## src/pdlf_regs.svh

```systemverilog
// Functional notes
// [RULE_01] instruction lengths from one to fifteen bytes
// [RULE_02] fast path assumes no length changing prefix
// [RULE_03] prefixed line takes six cycles, not one
// [RULE_04] prefixes 0x66 and 0x67 change length
// [RULE_05] fixed sixteen bit immediate never stalls; false_lcp (prefixed F7 at offset 14) still stalls six cycles
// [RULE_06] rex prefix in 64-bit mode never stalls; false_lcp (prefixed F7 at offset 14) ignores i_rex_only and stalls six cycles
// [RULE_07] modrm/sib split or offset 13 disp8 stalls twice
// [RULE_08] double stall costs eleven cycles total
// [RULE_09] no sib, no disp8: single stall anywhere
// [RULE_10] prefixed F7 at offset 14 stalls fully
// [RULE_11] mem-imm cmp with jge unfused; reg-imm jae fused
// [RULE_12] test x,x flags equal cmp x,0
// [RULE_13] newer core fuses add, sub, and, inc, dec too
// [RULE_14] fused pair goes to port 5 only
// [RULE_15] plain alu goes to port 0, 1 or 5
// [RULE_16] pair is cmp/test then conditional branch
// [RULE_17] mem-imm cmp/test never fuses
// [RULE_18] at most one fused pair per cycle
// [RULE_19] hold line and back-pressure during stall
// [RULE_20] fetch keeps line stable under back-pressure
`ifndef PDLF_REGS_SVH
`define PDLF_REGS_SVH
`define PDLF_MAX_LEN      4'hF
`define PDLF_LINE_BYTES   5'h10
`define PDLF_SLOW_CYC     4'h6
`define PDLF_DOUBLE_CYC   4'hB
`define PDLF_PFX_OPSIZE   8'h66
`define PDLF_PFX_ADSIZE   8'h67
`define PDLF_OP_GRP3      8'hF7
`define PDLF_OFS_DISP8    4'hD
`define PDLF_OFS_GRP3     4'hE
`define PDLF_PORT0        3'h1
`define PDLF_PORT1        3'h2
`define PDLF_PORT5        3'h4
`endif

```

## src/pdlf_pkg.sv

```systemverilog
package pdlf_pkg;
  typedef enum logic [2:0] {
    PDLF_FK_NONE, PDLF_FK_CMP, PDLF_FK_TEST, PDLF_FK_ADD,
    PDLF_FK_SUB, PDLF_FK_AND, PDLF_FK_INCDEC
  } pdlf_first_t;
  typedef enum logic [1:0] {
    PDLF_OPND_RR, PDLF_OPND_RI, PDLF_OPND_RM, PDLF_OPND_MI
  } pdlf_opnd_t;
  // branch condition class by flags examined
  typedef enum logic [2:0] {
    PDLF_BR_NONE, PDLF_BR_OVF, PDLF_BR_CARRY, PDLF_BR_ZERO,
    PDLF_BR_CZ, PDLF_BR_SIGNPAR, PDLF_BR_SIGNED
  } pdlf_branch_t;
endpackage : pdlf_pkg

```

## src/pdlf_predecode.sv

```systemverilog
`timescale 1ns/1ps
`include "pdlf_regs.svh"
module pdlf_predecode (
  input  wire logic           i_clock,
  input  wire logic           i_srst,
  input  wire logic           i_line_valid,
  input  wire logic [127:0]   i_line,
  input  wire logic [3:0]     i_insn_start,
  input  wire logic [3:0]     i_insn_len,
  input  wire logic           i_has_prefix,
  input  wire logic           i_fixed_sixteen_bit_immediate,
  input  wire logic           i_rex_only,
  input  wire logic           i_has_sib,
  input  wire logic           i_disp8,
  input  wire logic [3:0]     i_modrm_ofs,
  input  wire logic           i_newer_core,
  input  wire logic           i_pair_valid,
  input  wire pdlf_pkg::pdlf_first_t  i_first,
  input  wire pdlf_pkg::pdlf_opnd_t   i_opnd,
  input  wire pdlf_pkg::pdlf_branch_t i_branch,
  input  wire logic           i_same_reg,
  output logic                o_line_ready,
  output logic                o_out_valid,
  output logic [3:0]          o_out_len,
  output logic                o_stall,
  output logic [3:0]          o_penalty,
  output logic                o_fused,
  output logic [2:0]          o_ports
);
  import pdlf_pkg::*;

  typedef enum logic [1:0] {PDLF_IDLE, PDLF_SLOW} pdlf_state_t;

  pdlf_state_t state_ff, nxt_state;
  logic [3:0]  cnt_ff, nxt_cnt;
  logic [3:0]  len_ff, pen_ff;
  logic        valid_ff, stall_ff, fused_ff;
  logic [2:0]  ports_ff;
  logic        fusible;
  logic [2:0]  pair_ports;

  // scan the line for 0x66 / 0x67; rex (4x) bytes are not matched
  logic [15:0] pfx_hit;
  genvar g;
  generate
    for (g = 0; g < 16; g = g + 1) begin : g_scan
      assign pfx_hit[g] = (i_line[g*8 +: 8] == `PDLF_PFX_OPSIZE) ||
                          (i_line[g*8 +: 8] == `PDLF_PFX_ADSIZE); // [RULE_04]
    end
  endgenerate

  // fast path takes the given length; length 0 is clamped to 1
  wire [3:0] fast_len = (i_insn_len == 4'h0) ? 4'h1 : i_insn_len; // [RULE_01] [RULE_02]
  wire       line_has_pfx = |pfx_hit && i_has_prefix;
  // fixed sixteen_bit_immediate or rex-only sizing never changes length
  wire       length_changing_prefix = line_has_pfx && !i_fixed_sixteen_bit_immediate && !i_rex_only; // [RULE_05] [RULE_06]
  wire       crosses = ({1'b0, i_insn_start} + {1'b0, fast_len}) >
                       `PDLF_LINE_BYTES;
  wire       split_sib = i_has_sib && (i_modrm_ofs == 4'hF); // [RULE_07]
  wire       off13_d8  = i_disp8 &&
                         (i_insn_start == `PDLF_OFS_DISP8); // [RULE_07]
  // plain sixteen_bit_immediate forms without sib or disp8 stay single
  wire       dbl = length_changing_prefix && crosses && (split_sib || off13_d8); // [RULE_09]
  // F7 at 14: modrm in next line, length unknown
  wire       false_lcp = line_has_pfx &&
                         (i_line[i_insn_start*8 +: 8] == `PDLF_OP_GRP3) &&
                         (i_insn_start == `PDLF_OFS_GRP3); // [RULE_10]
  wire       slow = length_changing_prefix || false_lcp; // [RULE_03]
  wire [3:0] slow_total = dbl ? `PDLF_DOUBLE_CYC : `PDLF_SLOW_CYC; // [RULE_08]
  wire       take = (state_ff == PDLF_IDLE) && i_line_valid;
  wire       done = (state_ff == PDLF_SLOW) && (cnt_ff == 4'h1);

  pdlf_fuse_slot u_fuse (
    .i_first      (i_first),
    .i_opnd       (i_opnd),
    .i_branch     (i_branch),
    .i_same_reg   (i_same_reg),
    .i_newer_core (i_newer_core),
    .o_fusible    (fusible),
    .o_ports      (pair_ports)
  );

  always_comb begin
    nxt_state = state_ff;
    nxt_cnt   = cnt_ff;
    case (state_ff)
      PDLF_IDLE: begin
        // counts remaining cycles after the first one
        if (take && slow) begin
          nxt_state = PDLF_SLOW;
          nxt_cnt   = slow_total - 4'h1; // [RULE_03] [RULE_08]
        end
      end
      PDLF_SLOW: begin
        nxt_cnt = cnt_ff - 4'h1;
        if (done) begin
          nxt_state = PDLF_IDLE;
        end
      end
      default: nxt_state = PDLF_IDLE;
    endcase
  end

  // line is held by fetch until ready; slow line accepted on first cycle
  wire ready_now = (nxt_state == PDLF_IDLE); // [RULE_19] [RULE_20]

  always_ff @(posedge i_clock) begin
    if (i_srst) begin
      state_ff <= PDLF_IDLE;
      cnt_ff   <= 4'h0;
    end else begin
      state_ff <= nxt_state;
      cnt_ff   <= nxt_cnt;
    end
  end

  always_ff @(posedge i_clock) begin
    if (i_srst) begin
      valid_ff <= 1'b0;
      len_ff   <= 4'h0;
      pen_ff   <= 4'h0;
      stall_ff <= 1'b0;
      fused_ff <= 1'b0;
      ports_ff <= 3'h0;
    end else begin
      valid_ff <= (take && !slow) || done;
      stall_ff <= (nxt_state == PDLF_SLOW); // [RULE_19]
      if (take) begin
        len_ff   <= fast_len;
        pen_ff   <= slow ? slow_total : 4'h1;
        // one pair per line result keeps to one fused pair a cycle
        fused_ff <= i_pair_valid && fusible; // [RULE_18]
        ports_ff <= pair_ports; // [RULE_14] [RULE_15]
      end
    end
  end

  // ready registered: low through reset, shows idle-next from the first clock after reset release
  logic ready_ff;
  always_ff @(posedge i_clock) begin
    if (i_srst) begin
      ready_ff <= 1'b0;
    end else begin
      ready_ff <= ready_now && !(take && slow);
    end
  end

  assign o_line_ready = ready_ff;
  assign o_out_valid  = valid_ff;
  assign o_out_len    = len_ff;
  assign o_stall      = stall_ff;
  assign o_penalty    = pen_ff;
  assign o_fused      = fused_ff;
  assign o_ports      = ports_ff;
endmodule : pdlf_predecode

```

## src/pdlf_fuse_slot.sv

```systemverilog
`timescale 1ns/1ps
`include "pdlf_regs.svh"
module pdlf_fuse_slot (
  input  wire pdlf_pkg::pdlf_first_t  i_first,
  input  wire pdlf_pkg::pdlf_opnd_t   i_opnd,
  input  wire pdlf_pkg::pdlf_branch_t i_branch,
  input  wire logic                   i_same_reg,
  input  wire logic                   i_newer_core,
  output logic                        o_fusible,
  output logic [2:0]                  o_ports
);
  import pdlf_pkg::*;

  // test x,x sets flags as cmp x,0: treat that cmp as test
  wire  cmp_zero_as_test = (i_first == PDLF_FK_CMP) && i_same_reg; // [RULE_12]
  wire  is_test = (i_first == PDLF_FK_TEST) || cmp_zero_as_test;
  wire  is_cmp  = (i_first == PDLF_FK_CMP) && !cmp_zero_as_test;
  wire  is_br   = (i_branch != PDLF_BR_NONE);
  wire  mem_imm = (i_opnd == PDLF_OPND_MI); // [RULE_17]
  wire  cmp_ok  = is_cmp && (i_branch != PDLF_BR_OVF) &&
                  (i_branch != PDLF_BR_SIGNPAR); // [RULE_11]
  wire  and_ok  = i_newer_core && (i_first == PDLF_FK_AND);
  wire  addsub_ok = i_newer_core && ((i_first == PDLF_FK_ADD) ||
                    (i_first == PDLF_FK_SUB)) && cmp_ok == 1'b0 &&
                    (i_branch != PDLF_BR_OVF) &&
                    (i_branch != PDLF_BR_SIGNPAR); // [RULE_13]
  wire  incdec_ok = i_newer_core && (i_first == PDLF_FK_INCDEC) &&
                    ((i_branch == PDLF_BR_ZERO) ||
                     (i_branch == PDLF_BR_SIGNED)); // [RULE_13]
  wire  kind_ok = is_test || cmp_ok || and_ok || addsub_ok || incdec_ok;
  assign o_fusible = is_br && !mem_imm && kind_ok; // [RULE_16]
  assign o_ports   = o_fusible ? `PDLF_PORT5 :
                     (`PDLF_PORT0 | `PDLF_PORT1 | `PDLF_PORT5); // [RULE_14] [RULE_15]
endmodule : pdlf_fuse_slot

```

## config.mk

```make
export PLATFORM = sky130hd
export DESIGN_NAME = pdlf_predecode
export DESIGN_NICKNAME = d
export VERILOG_FILES = /design/src/pdlf_pkg.sv /design/src/pdlf_predecode.sv /design/src/pdlf_fuse_slot.sv
export VERILOG_INCLUDE_DIRS = /design/src
export SDC_FILE = /design/constraint.sdc
export NUM_CORES = 1
export LEC_CHECK = 0
export ABC_AREA = 0
export BUFFER_PORTS_ARGS = -buffer_cell sky130_fd_sc_hd__buf_4
export CORE_MARGIN = 3
export CORE_UTILIZATION = 36
export DETAILED_ROUTE_END_ITERATION = 8
export GPL_ROUTABILITY_DRIVEN = 0
export PLACE_DENSITY = 0.93
export SKIP_CTS_REPAIR_TIMING = 1
export SYNTH_ARGS = -nofsm -noshare
export SYNTH_HDL_FRONTEND = slang
export SYNTH_HIERARCHICAL = 1
export SYNTH_SLANG_ARGS = --single-unit
```

## constraint.sdc

```tcl
create_clock -name i_clock -period 4.1 [get_ports i_clock]
set_input_delay 0.41 -clock i_clock [delete_from_list [all_inputs] [get_ports i_clock]]
set_output_delay 0.41 -clock i_clock [all_outputs]
set_load 0.05 [all_outputs]
```

==> flow_summary.yaml <==
yosys:
  netlist_instances: 184
  synth.yosys.seq_area_share: 0.279
  dominant_synthesized_flop_cell: "sky130_fd_sc_hd__dfxtp_1"
  synth_edf_count: 0
  synth.ff_latch_count: 21
  synth_async_sr_flop_share: 0
  synth_area_um2: 1510
  synth.avg_cell_area_um2: 8.20
  netlist-cell-type-count: 44
  postSynthNetCount: 350
  synth_warnings: 6
setup_path:
  max_incr_delay_on_cp_ns: 0.64
  worst_setup_path_start_kind: "input pin"
  critical_path_required_ns: 4.22
  endpoint_kind: "flop"
  critical_path.most_common_cell: "sky130_fd_sc_hd__nor3_1"
  path_class: "in2reg"
  timing.critical_path.cells: "buf_4 > nor3_1 > or2_2 > ha_1 > inv_1 > fa_1 > nor2b_1 > o21a_1 > o221ai_1 > nor3_1 > o211ai_1"
  crit_slowest_cell: "sky130_fd_sc_hd__nor3_1"
  cp_data_arrival_time_ns: 2.73
  critical_path.max_fanout: 5
routing:
  detailedRoute.firstIterationViolations: 138
  remaining_number_of_nets_flagged_by_the_antenna_check_after_routing: 0
  drc_errors: 0
  drtPass1Iterations: 4
  routed_wire_length_per_instance_um: 15.9
  route.detailed.vias_per_inst: 5.28
  num_vias: 2032
  drt-total-wl_um: 6130
placement:
  place.port_buffers: 158
  dp_slack_ns: 1.27
  hpwlAfterDp_um: 5430
final_layout:
  final_core_utilization: 0.716
  final_layout_size_suffix_gt1_frac: 0.501
  layout-area-overhead-vs-synth_pct: 82.9
  post_layout_net_count: 504
  n_antenna_cell: 0
sta:
  finalHoldViolCount: 0
  timing_max_transition_violations_final: 0
  finalSetupViolations: 0
  timing.final.crit_share: 0.637
  max_clock_freq_mhz: 383
  setup-tns-final_ns: 0
  min_period_ns: 2.61
  final_critical_path_setup_slack_ns: 1.49
  max_slew.worst_pin.slew_ns: 0.727
  worst_clock_skew_ns: 0.00131
  unrepaired_setup_endpoints_after_global_routing: "false"
  max_slew_margin: 0.512
global_route:
  grt_start_max_net_pins: 18
  gr-total-overflow: 0
  first_global_vias: 2073
  total_routing_usage_reported_by_global_routing: 0.230
  antenna_found_initial: 0
  grt_first_pass_wirelength_um: 9290
clock_tree:
  tritoncts: "done"
  clock_sinks: 21
  clock_tree.root_cell: "sky130_fd_sc_hd__clkbuf_8"
  worst_skew_pair_later_pin_latency_ns: 0.26
  cts_buffers: 3
  cts.reportedPaths.clkPinSlew_ns: 0.07
  cts_max_path_buffers: 2
  number_of_levels_in_the_clock_h_tree: 1
floorplanning:
  chipWidth_um: 70.7
  die_h_um: 70.7
  initial_utilization: 0.392
  core_rows: 22
  die-area_um2: 5000
  num_io_pins: 174
  core-area_um2: 3850
power:
  leakage_nw: 1.31
  ir_drop_v: 0.000102
  p_per_area_nw_per_um2: 198
status:
  status: "finished clean"
min_path:
  holdCritPathClass: "in2reg"
run:
  cap_violations: 0
[metrics by stage]
stage,total power [W],instance area (µm²),hold WS (ns),std cells
detailed placement,0.000415,2710,0.452,381
floorplan,0.000291,1510,0.462,184
CTS,0.000548,2760,0.410,385
global route,0.000572,2760,0.419,385
finish,0.000546,2760,0.409,385
global placement,0.000409,2710,0.443,381
[logic make-up after synthesis]
group | synth area share
XOR/XNOR | 0.0174
other | 0.00498
AND/OR/NAND/NOR | 0.437
AO/OA/AOI/OAI | 0.154
flip-flops | 0.279
adder cells (fa/ha/maj) | 0.0630
buffers and inverters | 0.0448
[layout make-up]
class	instances	area, µm²
timing repair buffer	158	1190
fill	331	1090
multi-input combinational	147	1020
sequential	21	420
tap	48	60.1
clock buffer	3	41.3
inverter	7	26.3
clock inverter	1	5.00
[where the power goes]
| part | total, W | switching [W] | internal, W |
|---|---|---|---|
| registers | 0.000214 | 0.00000358 | 0.000210 |
| clock network | 0.000135 | 0.0000677 | 0.0000677 |
| logic | 0.000196 | 0.0000746 | 0.000122 |
[registers in the layout, summed over array words and instances (netlist names), 2 cells and up]
register	count
cnt_ff	4
o_ports	3
o_penalty	4
o_out_len	4
state_ff	2
[Yosys cell counts (2+ instances only)]
cell type                   n  share of area
sky130_fd_sc_hd__a221o_1    2          0.013
sky130_fd_sc_hd__o21a_1     2         0.0099
sky130_fd_sc_hd__and3_1     3          0.012
sky130_fd_sc_hd__nor2b_1    2         0.0083
sky130_fd_sc_hd__nand3_1    2         0.0066
sky130_fd_sc_hd__nand2b_1   2         0.0083
sky130_fd_sc_hd__nor2_1     6          0.015
sky130_fd_sc_hd__nand2_1   25          0.062
sky130_fd_sc_hd__nand3b_1   3          0.015
sky130_fd_sc_hd__and2_1     2         0.0083
sky130_fd_sc_hd__inv_1      7          0.017
sky130_fd_sc_hd__a211oi_1   3          0.015
sky130_fd_sc_hd__nor4bb_1  14          0.093
sky130_fd_sc_hd__buf_4      2         0.0099
sky130_fd_sc_hd__nand4b_1  15          0.087
sky130_fd_sc_hd__dfxtp_1   21           0.28
sky130_fd_sc_hd__a21oi_1   14          0.046
sky130_fd_sc_hd__or2_2      2         0.0083
sky130_fd_sc_hd__nand4_1    8          0.033
sky130_fd_sc_hd__o21ai_0    3         0.0099
sky130_fd_sc_hd__o31a_1     3          0.017
sky130_fd_sc_hd__conb_1     2         0.0050
sky130_fd_sc_hd__or4_1      3          0.015
sky130_fd_sc_hd__clkbuf_1   7          0.017
sky130_fd_sc_hd__nor3_1     6          0.020
sky130_fd_sc_hd__xnor2_1    2          0.012
sky130_fd_sc_hd__ha_1       6          0.050
[placed cells by master, fill, tap and decap left out, types with 2 or more instances in the layout]
master	synthesis	layout
sky130_fd_sc_hd__nand2b_1	2	2
sky130_fd_sc_hd__xnor2_1	2	2
sky130_fd_sc_hd__o21a_1	2	2
sky130_fd_sc_hd__a221o_1	2	2
sky130_fd_sc_hd__conb_1	2	2
sky130_fd_sc_hd__o21ai_0	3	3
sky130_fd_sc_hd__a211oi_1	3	3
sky130_fd_sc_hd__nor4bb_1	14	14
sky130_fd_sc_hd__ha_1	6	6
sky130_fd_sc_hd__nor3_1	6	6
sky130_fd_sc_hd__nand3b_1	3	3
sky130_fd_sc_hd__clkbuf_8	0	3
sky130_fd_sc_hd__nor2_1	6	6
sky130_fd_sc_hd__nand4_1	8	8
sky130_fd_sc_hd__a21oi_1	14	14
sky130_fd_sc_hd__nor2b_1	2	2
sky130_fd_sc_hd__inv_1	7	7
sky130_fd_sc_hd__dfxtp_1	21	21
sky130_fd_sc_hd__and2_1	2	2
sky130_fd_sc_hd__or4_1	3	3
sky130_fd_sc_hd__nand3_1	2	2
sky130_fd_sc_hd__buf_4	2	158
sky130_fd_sc_hd__nand2_1	25	25
sky130_fd_sc_hd__o31a_1	3	3
sky130_fd_sc_hd__nand4b_1	15	15
sky130_fd_sc_hd__or2_2	2	2
sky130_fd_sc_hd__and3_1	3	3
[routing by layer]
| layer | track usage | part of all wire | up-vias |
|---|---|---|---|
| met1 | 0.255 | 0.37 | 933 |
| li1 | - | - | 1006 |
| met5 | 0 | 0 | - |
| met3 | 0.0483 | 0.086 | 3 |
| met4 | 0.0313 | 0.0049 | 0 |
| met2 | 0.455 | 0.54 | 90 |
[worst paths after layout]
kind | start | to | slack, ns | cells past startpoint
setup / recovery | i_insn_len[1] | cnt_ff[0]$_SDFFE_PP0P_ | 1.49 | 11
hold / removal | i_insn_len[3] | o_out_len[3]$_SDFFE_PP0P_ | 0.41 | 3
setup reg to reg | state_ff[1]$_SDFF_PP0_ | cnt_ff[0]$_SDFFE_PP0P_ | 2.18 | 5
hold reg to reg | o_ports[0]$_SDFFE_PP0P_ | o_ports[0]$_SDFFE_PP0P_ | 0.46 | 2
[critical path: cells and delay by family]
family	cells	cell delay (ns)
adder cells (fa/ha/maj)	2	0.57
buffers and inverters	2	0.18
AO/OA/AOI/OAI	3	0.49
AND/OR/NAND/NOR	4	1.07
Power figures use the tool's default switching activity.
